[src/hw/tfcr_cfg.svh]
/*
 * Constants for the front-end configuration register bank: register indices,
 * writable-bit masks, reset images, field positions and strap bus layout.
 * Assumes it is included by its bare name from the design files.
 */
`ifndef TFCR_CFG_SVH
`define TFCR_CFG_SVH

// -----------------------------------------------------------------------------
// register indices on the serial register port
// -----------------------------------------------------------------------------
`define TFCR_IDX_FAST          3'h0
`define TFCR_IDX_AUX           3'h1
`define TFCR_IDX_RX            3'h2
`define TFCR_IDX_PULSE_AB      3'h3
`define TFCR_IDX_PULSE_CD      3'h4
`define TFCR_IDX_EQ_AB         3'h5
`define TFCR_IDX_EQ_CD         3'h6
`define TFCR_IDX_TX            3'h7
`define TFCR_NUM_REGS          8

// -----------------------------------------------------------------------------
// implemented bits, unimplemented bits read as zero
// -----------------------------------------------------------------------------
`define TFCR_MASK_MODES        8'h7f
`define TFCR_MASK_RX           8'h01
`define TFCR_MASK_FULL         8'hff
`define TFCR_MASK_TX           8'h0f

// -----------------------------------------------------------------------------
// reset images (strap image of all-low pins)
// -----------------------------------------------------------------------------
`define TFCR_RST_FAST          8'h00
`define TFCR_RST_AUX           8'h40
`define TFCR_RST_RX            8'h01
`define TFCR_RST_ZERO          8'h00

// -----------------------------------------------------------------------------
// field positions
// -----------------------------------------------------------------------------
`define TFCR_BIT_EN            6
`define TFCR_MODE_HI           5
`define TFCR_MODE_LO           2
`define TFCR_SEL_HI            1
`define TFCR_SEL_LO            0
`define TFCR_BIT_RX_TERM       0
`define TFCR_TX_BOOST_HI       3
`define TFCR_TX_BOOST_LO       2
`define TFCR_TX_OTERM          1
`define TFCR_TX_DRIVE          0

// -----------------------------------------------------------------------------
// strap bus layout after the synchroniser
// -----------------------------------------------------------------------------
`define TFCR_SP_W              8
`define TFCR_SP_EN             0
`define TFCR_SP_SEL_LO         1
`define TFCR_SP_SEL_HI         2
`define TFCR_SP_EQ             3
`define TFCR_SP_BOOST_LO       4
`define TFCR_SP_BOOST_HI       5
`define TFCR_SP_OTERM          6
`define TFCR_SP_DRIVE          7

// -----------------------------------------------------------------------------
// analog figures reported to the front end
// -----------------------------------------------------------------------------
`define TFCR_DRIVE_LOW_MA      5'h0a
`define TFCR_DRIVE_HIGH_MA     5'h14

`endif

[src/hw/tfcr_pkg.sv]
/*
 * Types shared by the front-end configuration register bank.
 * Assumes nothing beyond a SystemVerilog compiler.
 */
package tfcr_pkg;

   typedef logic [7:0] tfcr_byte_t;
   typedef logic [2:0] tfcr_idx_t;

   // who governs the registers
   typedef enum logic {
      TFCR_STRAP,
      TFCR_SERIAL
   } tfcr_ctl_e;

endpackage

[src/hw/tfcr_strap_sync.sv]
/*
 * Two-flop synchroniser for the static strap pins.
 * Assumes the strap pins are asynchronous to clk_in.
 */
`timescale 1ns/1ps
`include "tfcr_cfg.svh"

module tfcr_strap_sync
   import tfcr_pkg::*;
(
   input  wire logic                    clk_in,
   input  wire logic                    sys_rst_in,
   input  wire logic [`TFCR_SP_W-1:0]   strap_pins_in,
   output logic      [`TFCR_SP_W-1:0]   strap_sync_out
);

   logic [`TFCR_SP_W-1:0] strap_meta;

   // -----------------------------------------------------------------------------
   // synchroniser chain
   // -----------------------------------------------------------------------------
   always_ff @(posedge clk_in or posedge sys_rst_in) begin
      if (sys_rst_in) begin
         strap_meta     <= '0;
         strap_sync_out <= '0;
      end else begin
         strap_meta     <= strap_pins_in;
         strap_sync_out <= strap_meta;
      end
   end

endmodule

[src/hw/tfcr_fe_decode.sv]
/*
 * Decodes the register images into registered analog front-end controls.
 * Assumes register images come from logic on clk_in.
 */
`timescale 1ns/1ps
`include "tfcr_cfg.svh"

module tfcr_fe_decode
   import tfcr_pkg::*;
(
   input  wire logic       clk_in,
   input  wire logic       sys_rst_in,
   input  tfcr_byte_t      fast_modes_in,
   input  tfcr_byte_t      aux_modes_in,
   input  tfcr_byte_t      rx_ctl_in,
   input  wire logic [15:0] pulse_bits_in,
   input  wire logic [15:0] eq_bits_in,
   input  tfcr_byte_t      tx_ctl_in,
   output logic            fast_enable_out,
   output logic            standby_out,
   output logic [3:0]      fast_source_out,
   output logic            aux_enable_out,
   output logic [3:0]      aux_source_out,
   output logic            input_term_on_out,
   output logic [15:0]     pulse_lanes_out,
   output logic [3:0]      eq_src_a_out,
   output logic [3:0]      eq_src_b_out,
   output logic [3:0]      eq_src_c_out,
   output logic [3:0]      eq_src_d_out,
   output logic [1:0]      output_boost_level_out,
   output logic [2:0]      output_boost_db_out,
   output logic            output_term_enable_out,
   output logic            output_drive_level_out,
   output logic [4:0]      output_drive_ma_out
);

   // -----------------------------------------------------------------------------
   // helpers
   // -----------------------------------------------------------------------------
   // per-lane order {D3..D0, C3..C0, B3..B0, A3..A0}
   function automatic logic [15:0] lane_map(input logic [15:0] v);
      lane_map = {v[12], v[13], v[14], v[15], v[8], v[9], v[10], v[11], v[3:0], v[7:4]};
   endfunction

   function automatic logic [3:0] src_onehot(input logic [1:0] sel);
      src_onehot = 4'h1 << sel;
   endfunction

   logic [15:0] eq_lanes;
   logic [1:0]  boost;
   logic        drive;

   assign eq_lanes = lane_map(eq_bits_in);
   assign boost    = tx_ctl_in[`TFCR_TX_BOOST_HI:`TFCR_TX_BOOST_LO];
   assign drive    = tx_ctl_in[`TFCR_TX_DRIVE];

   // -----------------------------------------------------------------------------
   // registered controls
   // -----------------------------------------------------------------------------
   always_ff @(posedge clk_in or posedge sys_rst_in) begin
      if (sys_rst_in) begin
         fast_enable_out        <= 1'b0;
         standby_out            <= 1'b1;
         fast_source_out        <= 4'h1;
         aux_enable_out         <= 1'b1;
         aux_source_out         <= 4'h1;
         input_term_on_out      <= 1'b1;
         pulse_lanes_out        <= 16'h0000;
         {eq_src_d_out, eq_src_c_out, eq_src_b_out, eq_src_a_out} <= 16'h0000;
         output_boost_level_out <= 2'h0;
         output_boost_db_out    <= 3'h0;
         output_term_enable_out <= 1'b0;
         output_drive_level_out <= 1'b0;
         output_drive_ma_out    <= `TFCR_DRIVE_LOW_MA;
      end else begin
         fast_enable_out        <= fast_modes_in[`TFCR_BIT_EN];
         standby_out            <= ~fast_modes_in[`TFCR_BIT_EN];
         fast_source_out        <= src_onehot(fast_modes_in[`TFCR_SEL_HI:`TFCR_SEL_LO]);
         aux_enable_out         <= aux_modes_in[`TFCR_BIT_EN];
         aux_source_out         <= src_onehot(aux_modes_in[`TFCR_SEL_HI:`TFCR_SEL_LO]);
         input_term_on_out      <= rx_ctl_in[`TFCR_BIT_RX_TERM];
         pulse_lanes_out        <= lane_map(pulse_bits_in);
         {eq_src_d_out, eq_src_c_out, eq_src_b_out, eq_src_a_out} <= eq_lanes;
         output_boost_level_out <= boost;
         output_boost_db_out    <= {boost, 1'b0};
         output_term_enable_out <= tx_ctl_in[`TFCR_TX_OTERM];
         output_drive_level_out <= drive;
         output_drive_ma_out    <= drive ? `TFCR_DRIVE_HIGH_MA : `TFCR_DRIVE_LOW_MA;
      end
   end
endmodule

[src/hw/tfcr_config_regs.sv]
/*
 * Front-end configuration register bank for a four-source video link switch:
 * eight byte registers reached through the serial control register port,
 * loaded from strap pins after reset until the first serial access, and
 * decoded into analog front-end controls.
 * Assumes the serial interface delivers one-cycle access strobes on clk_in;
 * strap pins are asynchronous and static.
 */
`timescale 1ns/1ps
`include "tfcr_cfg.svh"

module tfcr_config_regs
   import tfcr_pkg::*;
(
   input  wire logic       clk_in,
   input  wire logic       sys_rst_in,
   // serial control register port
   input  wire logic       ser_access_in,
   input  wire logic       ser_write_in,
   input  tfcr_idx_t       ser_addr_in,
   input  tfcr_byte_t      ser_wdata_in,
   output tfcr_byte_t      ser_rdata_out,
   output logic            ser_rvalid_out,
   // strap pins
   input  wire logic       strap_fast_enable_in,
   input  wire logic [1:0] strap_source_select_in,
   input  wire logic       strap_eq_level_in,
   input  wire logic [1:0] strap_boost_level_in,
   input  wire logic       strap_out_term_in,
   input  wire logic       strap_drive_level_in,
   // status
   output logic            strap_active_out,
   // front-end controls
   output logic            fast_enable_out,
   output logic            standby_out,
   output logic [3:0]      fast_source_out,
   output logic            aux_enable_out,
   output logic [3:0]      aux_source_out,
   output logic            input_term_on_out,
   output logic [15:0]     pulse_lanes_out,
   output logic [3:0]      eq_src_a_out,
   output logic [3:0]      eq_src_b_out,
   output logic [3:0]      eq_src_c_out,
   output logic [3:0]      eq_src_d_out,
   output logic [1:0]      output_boost_level_out,
   output logic [2:0]      output_boost_db_out,
   output logic            output_term_enable_out,
   output logic            output_drive_level_out,
   output logic [4:0]      output_drive_ma_out
);

   // -----------------------------------------------------------------------------
   // state
   // -----------------------------------------------------------------------------
   tfcr_ctl_e             ctl_state;
   tfcr_ctl_e             next_ctl_state;
   tfcr_byte_t            regs      [`TFCR_NUM_REGS];
   tfcr_byte_t            next_regs [`TFCR_NUM_REGS];
   logic [`TFCR_SP_W-1:0] strap_pins;
   logic [`TFCR_SP_W-1:0] strap_sync;

   // -----------------------------------------------------------------------------
   // helpers
   // -----------------------------------------------------------------------------
   function automatic tfcr_byte_t reg_mask(input tfcr_idx_t idx);
      case (idx)
         `TFCR_IDX_FAST: reg_mask = `TFCR_MASK_MODES;
         `TFCR_IDX_AUX:  reg_mask = `TFCR_MASK_MODES;
         `TFCR_IDX_RX:   reg_mask = `TFCR_MASK_RX;
         `TFCR_IDX_TX:   reg_mask = `TFCR_MASK_TX;
         default:        reg_mask = `TFCR_MASK_FULL;
      endcase
   endfunction

   // register image that the strap pins impose
   function automatic tfcr_byte_t strap_image(input tfcr_idx_t idx,
                                              input logic [`TFCR_SP_W-1:0] sp);
      tfcr_byte_t img;
      img = `TFCR_RST_ZERO;
      case (idx)
         `TFCR_IDX_FAST: begin
            img[`TFCR_BIT_EN]             = sp[`TFCR_SP_EN];
            img[`TFCR_SEL_HI:`TFCR_SEL_LO] = sp[`TFCR_SP_SEL_HI:`TFCR_SP_SEL_LO];
         end
         `TFCR_IDX_AUX: begin
            img[`TFCR_BIT_EN]             = 1'b1;
            img[`TFCR_SEL_HI:`TFCR_SEL_LO] = sp[`TFCR_SP_SEL_HI:`TFCR_SP_SEL_LO];
         end
         `TFCR_IDX_RX: begin
            img[`TFCR_BIT_RX_TERM] = 1'b1;
         end
         `TFCR_IDX_EQ_AB, `TFCR_IDX_EQ_CD: begin
            img = {8{sp[`TFCR_SP_EQ]}};
         end
         `TFCR_IDX_TX: begin
            img[`TFCR_TX_BOOST_HI:`TFCR_TX_BOOST_LO] = sp[`TFCR_SP_BOOST_HI:`TFCR_SP_BOOST_LO];
            img[`TFCR_TX_OTERM] = sp[`TFCR_SP_OTERM];
            img[`TFCR_TX_DRIVE] = sp[`TFCR_SP_DRIVE];
         end
         default: begin
            img = `TFCR_RST_ZERO;
         end
      endcase
      strap_image = img;
   endfunction

   // -----------------------------------------------------------------------------
   // strap pins through the synchroniser
   // -----------------------------------------------------------------------------
   assign strap_pins[`TFCR_SP_EN]                        = strap_fast_enable_in;
   assign strap_pins[`TFCR_SP_SEL_HI:`TFCR_SP_SEL_LO]     = strap_source_select_in;
   assign strap_pins[`TFCR_SP_EQ]                        = strap_eq_level_in;
   assign strap_pins[`TFCR_SP_BOOST_HI:`TFCR_SP_BOOST_LO] = strap_boost_level_in;
   assign strap_pins[`TFCR_SP_OTERM]                     = strap_out_term_in;
   assign strap_pins[`TFCR_SP_DRIVE]                     = strap_drive_level_in;

   tfcr_strap_sync u_strap_sync (
      .clk_in         (clk_in),
      .sys_rst_in     (sys_rst_in),
      .strap_pins_in  (strap_pins),
      .strap_sync_out (strap_sync)
   );

   // -----------------------------------------------------------------------------
   // control path and access decode
   // -----------------------------------------------------------------------------
   logic       wr_hit;
   logic       rd_hit;
   logic       in_strap;
   tfcr_byte_t rd_word;

   assign wr_hit         = ser_access_in & ser_write_in;
   assign rd_hit         = ser_access_in & ~ser_write_in;
   assign in_strap       = (ctl_state == TFCR_STRAP);
   assign rd_word        = regs[ser_addr_in];
   assign next_ctl_state = (in_strap && ser_access_in) ? TFCR_SERIAL : ctl_state;

   always_comb begin
      for (int i = 0; i < `TFCR_NUM_REGS; i++) begin
         if (wr_hit && (ser_addr_in == tfcr_idx_t'(i))) begin
            next_regs[i] = ser_wdata_in & reg_mask(tfcr_idx_t'(i));
         end else if (in_strap && !ser_access_in) begin
            next_regs[i] = strap_image(tfcr_idx_t'(i), strap_sync);
         end else begin
            next_regs[i] = regs[i];
         end
      end
   end

   // -----------------------------------------------------------------------------
   // registers
   // -----------------------------------------------------------------------------
   always_ff @(posedge clk_in or posedge sys_rst_in) begin
      if (sys_rst_in) begin
         ctl_state <= TFCR_STRAP;
      end else begin
         ctl_state <= next_ctl_state;
      end
   end

   always_ff @(posedge clk_in or posedge sys_rst_in) begin
      if (sys_rst_in) begin
         regs[`TFCR_IDX_FAST]     <= `TFCR_RST_FAST;
         regs[`TFCR_IDX_AUX]      <= `TFCR_RST_AUX;
         regs[`TFCR_IDX_RX]       <= `TFCR_RST_RX;
         regs[`TFCR_IDX_PULSE_AB] <= `TFCR_RST_ZERO;
         regs[`TFCR_IDX_PULSE_CD] <= `TFCR_RST_ZERO;
         regs[`TFCR_IDX_EQ_AB]    <= `TFCR_RST_ZERO;
         regs[`TFCR_IDX_EQ_CD]    <= `TFCR_RST_ZERO;
         regs[`TFCR_IDX_TX]       <= `TFCR_RST_ZERO;
      end else begin
         regs <= next_regs;
      end
   end

   always_ff @(posedge clk_in or posedge sys_rst_in) begin
      if (sys_rst_in) begin
         ser_rdata_out  <= `TFCR_RST_ZERO;
         ser_rvalid_out <= 1'b0;
      end else begin
         ser_rvalid_out <= rd_hit;
         if (rd_hit) begin
            ser_rdata_out <= rd_word;
         end
      end
   end

   assign strap_active_out = in_strap;

   // -----------------------------------------------------------------------------
   // front-end decode
   // -----------------------------------------------------------------------------
   tfcr_fe_decode u_fe_decode (
      .clk_in                 (clk_in),
      .sys_rst_in             (sys_rst_in),
      .fast_modes_in          (regs[`TFCR_IDX_FAST]),
      .aux_modes_in           (regs[`TFCR_IDX_AUX]),
      .rx_ctl_in              (regs[`TFCR_IDX_RX]),
      .pulse_bits_in          ({regs[`TFCR_IDX_PULSE_CD], regs[`TFCR_IDX_PULSE_AB]}),
      .eq_bits_in             ({regs[`TFCR_IDX_EQ_CD], regs[`TFCR_IDX_EQ_AB]}),
      .tx_ctl_in              (regs[`TFCR_IDX_TX]),
      .fast_enable_out        (fast_enable_out),
      .standby_out            (standby_out),
      .fast_source_out        (fast_source_out),
      .aux_enable_out         (aux_enable_out),
      .aux_source_out         (aux_source_out),
      .input_term_on_out      (input_term_on_out),
      .pulse_lanes_out        (pulse_lanes_out),
      .eq_src_a_out           (eq_src_a_out),
      .eq_src_b_out           (eq_src_b_out),
      .eq_src_c_out           (eq_src_c_out),
      .eq_src_d_out           (eq_src_d_out),
      .output_boost_level_out (output_boost_level_out),
      .output_boost_db_out    (output_boost_db_out),
      .output_term_enable_out (output_term_enable_out),
      .output_drive_level_out (output_drive_level_out),
      .output_drive_ma_out    (output_drive_ma_out)
   );

   // -----------------------------------------------------------------------------
   // checks
   // -----------------------------------------------------------------------------
   logic [63:0] regs_flat;
   assign regs_flat = {regs[7], regs[6], regs[5], regs[4], regs[3], regs[2], regs[1], regs[0]};
endmodule

[config.mk]
export PLATFORM = sky130hd
export DESIGN_NAME = tfcr_config_regs
export DESIGN_NICKNAME = d
export VERILOG_FILES = /design/src/hw/tfcr_pkg.sv /design/src/hw/tfcr_strap_sync.sv /design/src/hw/tfcr_fe_decode.sv /design/src/hw/tfcr_config_regs.sv
export VERILOG_INCLUDE_DIRS = /design/src /design/src/hw
export SDC_FILE = /design/constraint.sdc
export NUM_CORES = 1
export LEC_CHECK = 0
export ABC_AREA = 1
export BUFFER_PORTS_ARGS = -buffer_cell sky130_fd_sc_hd__buf_2
export CORE_ASPECT_RATIO = 1.5
export CORE_MARGIN = 2
export CORE_UTILIZATION = 40
export CTS_CLUSTER_SIZE = 16
export DETAILED_ROUTE_END_ITERATION = 10
export GPL_TIMING_DRIVEN = 0
export PLACE_DENSITY = 0.72
export SLEW_MARGIN = 10
export SYNTH_ARGS = -nofsm -noshare
export SYNTH_HDL_FRONTEND = slang
export SYNTH_HIERARCHICAL = 1
export SYNTH_SLANG_ARGS = --single-unit
[constraint.sdc]
create_clock -name clk_in -period 3.3 [get_ports clk_in]
set_clock_uncertainty 0.05 [all_clocks]
set_input_delay 0.66 -clock clk_in [delete_from_list [all_inputs] [get_ports clk_in]]
set_output_delay 0.66 -clock clk_in [all_outputs]
set_load 0.1 [all_outputs]
# Word-level counts from Yosys, hierarchy flattened
# Cells that the tools add are included.
[word_totals]
out_inout_bits = 66
elab_cells = 98
reg_bits = 143
[classes]
bitwise_logic = 14
n_lt_le_gt_ge = 1
mux = 26
n_eq_ne = 7
n_reduce_logical = 20
shifts = 2
[op_table]
columns = ["cell", "n"]
rows = [
  ["2-to-1 mux 8 bit", 24],
  ["bitwise AND 8 bit", 8],
  ["binary-select mux 8 bit (select 3 bit)", 1],
  ["nonzero test 2 bit", 8],
  ["== test 3 bit, second input constant", 4],
  ["logical AND 1 bit", 10],
  ["left shift 1 x 2 -> 4 bit, first input constant", 2],
  ["== test 3 x 2 -> 1 bit, second input constant", 2],
  ["2-to-1 mux 5 bit", 1],
  [">= comparator 4 bit, second input constant", 1],
  ["inverter 3 -> 4 bit", 1],
  ["== test 3 x 1 -> 1 bit, second input constant", 1],
  ["logical NOT 3 bit", 1],
  ["inverter 1 bit", 3],
  ["bitwise AND 1 bit", 2],
  ["logical NOT 1 bit", 1],
]

# Logic depth before layout (Yosys ltp)
[depth]
word_depth = 5
depth_mapped = 9
mapped_depth_nobuf = 8

# Modules after synthesis
# The synthesis kept the hierarchy.
[by_module_without_submodules]
columns = ["mod", "cells_each", "n_inst", "area_each_um2"]
rows = [
  ["tfcr_config_regs", 373, 1, 3066.7],
  ["tfcr_fe_decode", 74, 1, 1353.8],
  ["tfcr_strap_sync", 17, 1, 404.1],
]

# Worst setup path after synthesis
# OpenSTA, ideal clock, no wires.
[synth_path]
path_type = "register to output"
from = "reg u_fe_decode.output_drive_ma_out[2]"
to = "out output_drive_ma_out[2]"
path_stages_with_launch = 2
slack_ns = 1.249
arrival_ns = 1.341
required_ns = 2.590
path_buffers = 1
path_cell_list = "dfrtp_1 -> buf_4"
[synth_lines]
columns = ["item", "line", "source"]
rows = [
  ["start, declared", "tfcr_fe_decode.sv:34", "output logic [4:0] output_drive_ma_out"],
  ["start signal, assigned", "tfcr_fe_decode.sv:74", "output_drive_ma_out <= `TFCR_DRIVE_LOW_MA;"],
  ["start signal, assigned", "tfcr_fe_decode.sv:88", "output_drive_ma_out <= drive ? `TFCR_DRIVE_HIGH_MA : `TFCR_DRIVE_LOW_MA;"],
  ["end, declared", "tfcr_config_regs.sv:49", "output logic [4:0] output_drive_ma_out"],
]
# No word-level cell between the ends.

# Worst setup path after layout
[layout_path]
from = "reg u_fe_decode.output_drive_ma_out[3]"
to = "out output_drive_ma_out[3]"
# No word-level cell between the ends.

==> results.cfg <==
[cells_and_area]
fin_cells = 733
antenna_cells = 0
fillers = 1068
nets = 590
area_delta_synth_final_pct = 25.2
fin_area_sq_um = 6040
drive_above_1_share = 0.293

[floorplanning]
core_area_sq_um = 11900
pin_count = 89
die_h_um = 138
dieWidth_um = 93.6
initial_utilization = 0.405
rows = 49
die-area_sq_um = 13000

[min_path]
min_path_type = primary input to asynchronous set/reset pin

[pwr]
pwr_density_cell_nw_per_um2 = 918
peakVddDrop_mv = 0.376
power_leakage_uw = 0.00321
p_total_uw = 5540

[yosys]
syn_area_sq_um = 4820
yosysWarnings = 6
syn_avg_cell_area_sq_um = 10.4
syn_inst = 463

[grt]
grt_max_degree = 62
grt_pass1_wl_um = 19000
grt_pass1_vias = 3665
grtUsageTotal = 0.194
antenna_found_initial = 0
grt-ovfl-total = 0

[clocking]
cts_max_level = 4
cts_setup_buffers = 0
cts_root_buffer = clkbuf_16
cts_buffer_depth = 2
insertion_delay_ns = 0.42
cts_tree = yes
cts_buffers = 17
ctsResizeCount = 0
path_clk_slew_ns = 0.06
holdBufCountCts = 0
numClockSinks = 126

[setup_path]
crit_family = flip-flops
worst_setup_path_end_kind = output port
worst-path-buf-inv = 2
path_cells = buf_4 -> buf_2
crit_required_ns = 2.59
startpoint_type = flip-flop
crit_slowest_cell = dfstp_2
path_max_fanout = 2
cpPeakStageDelay_ns = 0.52
crit_type = flip-flop to output port
arrival_ns = 1.43

[drt]
wl_per_cell_um = 16.0
drt_wl_total_um = 11700
drc = 0
num_vias = 3596
dr.pass1.iters = 5
ant_nets = 0
vias_per_cell = 4.91
drt-initial-drc-count = 394

[sta]
fmax_mhz = 467
rsz0062_at_grt = no
worst_slew_pin_slew_ns = 0.761
slew_violations = 0
tns_ns = 0
relSlewSlack = 0.492
period_share = 0.649
finalHoldViolCount = 0
hold_slack_ns = 0.233
min_period_ns = 2.14
setup_viol = 0

[run_status]
status = finished, final reports clean

[place]
portBuffers = 83
dp_cells = 701
dpl_cell_area_sq_um = 5450
dpl.hpwl_um = 8600
place.gp.congestion = 0.935

[flow_run]
maxCapViolCount = 0
==> registers in the layout (all words and copies together) (netlist names), 8 cells and up <==
signal / flops
regs: 51
u_fe_decode/pulse_lanes_out: 16
ser_rdata_out: 8
u_strap_sync/strap_meta: 8
u_strap_sync/strap_sync_out: 8
==> cell type report <==
cell class              count  area [sq um]  area share
clock inverters            13           140      0.0232
inverters                  49           194      0.0321
clock buffers              19           443      0.0734
multi-input cells         267          1300       0.215
flip-flops and latches    126          3160       0.524
well taps                 153           191      0.0317
plain buffers              22           174      0.0288
repair buffers             84           435      0.0721
==> path summary, 6_finish.rpt <==
kind / startpoint / endpoint / slack, ns / cells past startpoint
max: u_fe_decode/output_drive_ma_out[3] / output_drive_ma_out[3] / 1.16 / 2
min: sys_rst_in / u_fe_decode/eq_src_c_out[1] / 0.23 / 2
max reg2reg: ctl_state / regs[23] / 1.77 / 4
min reg2reg: u_strap_sync/strap_meta[7] / u_strap_sync/strap_sync_out[7] / 0.30 / 0
max in group asynchronous: sys_rst_in / ser_rdata_out[2] / 2.33 / 2
min in group clk_in: strap_fast_enable_in / u_strap_sync/strap_meta[0] / 0.29 / 1
==> per-stage QoR <==
| stage | util | setup WS, ns |
|---|---|---|
| 2_1_floorplan | - | 1.08 |
| 3_3_place_gp | 0.457 | 0.314 |
| 3_5_place_dp | 0.459 | 1.38 |
| 4_1_cts | 0.508 | 1.14 |
| 5_1_grt | 0.508 | 1.11 |
| 6_report | 0.508 | 1.16 |
==> layer usage <==
| layer | vias up | global-route usage | wire length (um) |
|---|---|---|---|
| met5 | - | 0 | 0 |
| met4 | 0 | 0.0908 | 371 |
| met3 | 26 | 0.0529 | 767 |
| met2 | 163 | 0.337 | 6370 |
| met1 | 1732 | 0.217 | 4200 |
| li1 | 1675 | - | - |
==> layout by cell type (no fill, tap or decap), types with 5 or more instances in the layout <==
master     instances
nor2_1            23
buf_6              6
inv_2              6
o21ai_0           16
dfrtp_1          118
dfstp_2            8
buf_4             11
nand3_1           50
buf_2             87
inv_1             39
nand2_2            5
o21ai_1           13
a21oi_1            5
clkbuf_16         17
nand2_1          122
o22ai_1           13
==> power breakdown <==
group	total, uW	leakage, uW	internal (uW)	switching (uW)
Combinational	1720	0.00138	255	1460
Clock	1820	0.000276	1130	686
Sequential	2000	0.00156	1840	163
(Power assumes the default switching activity.)
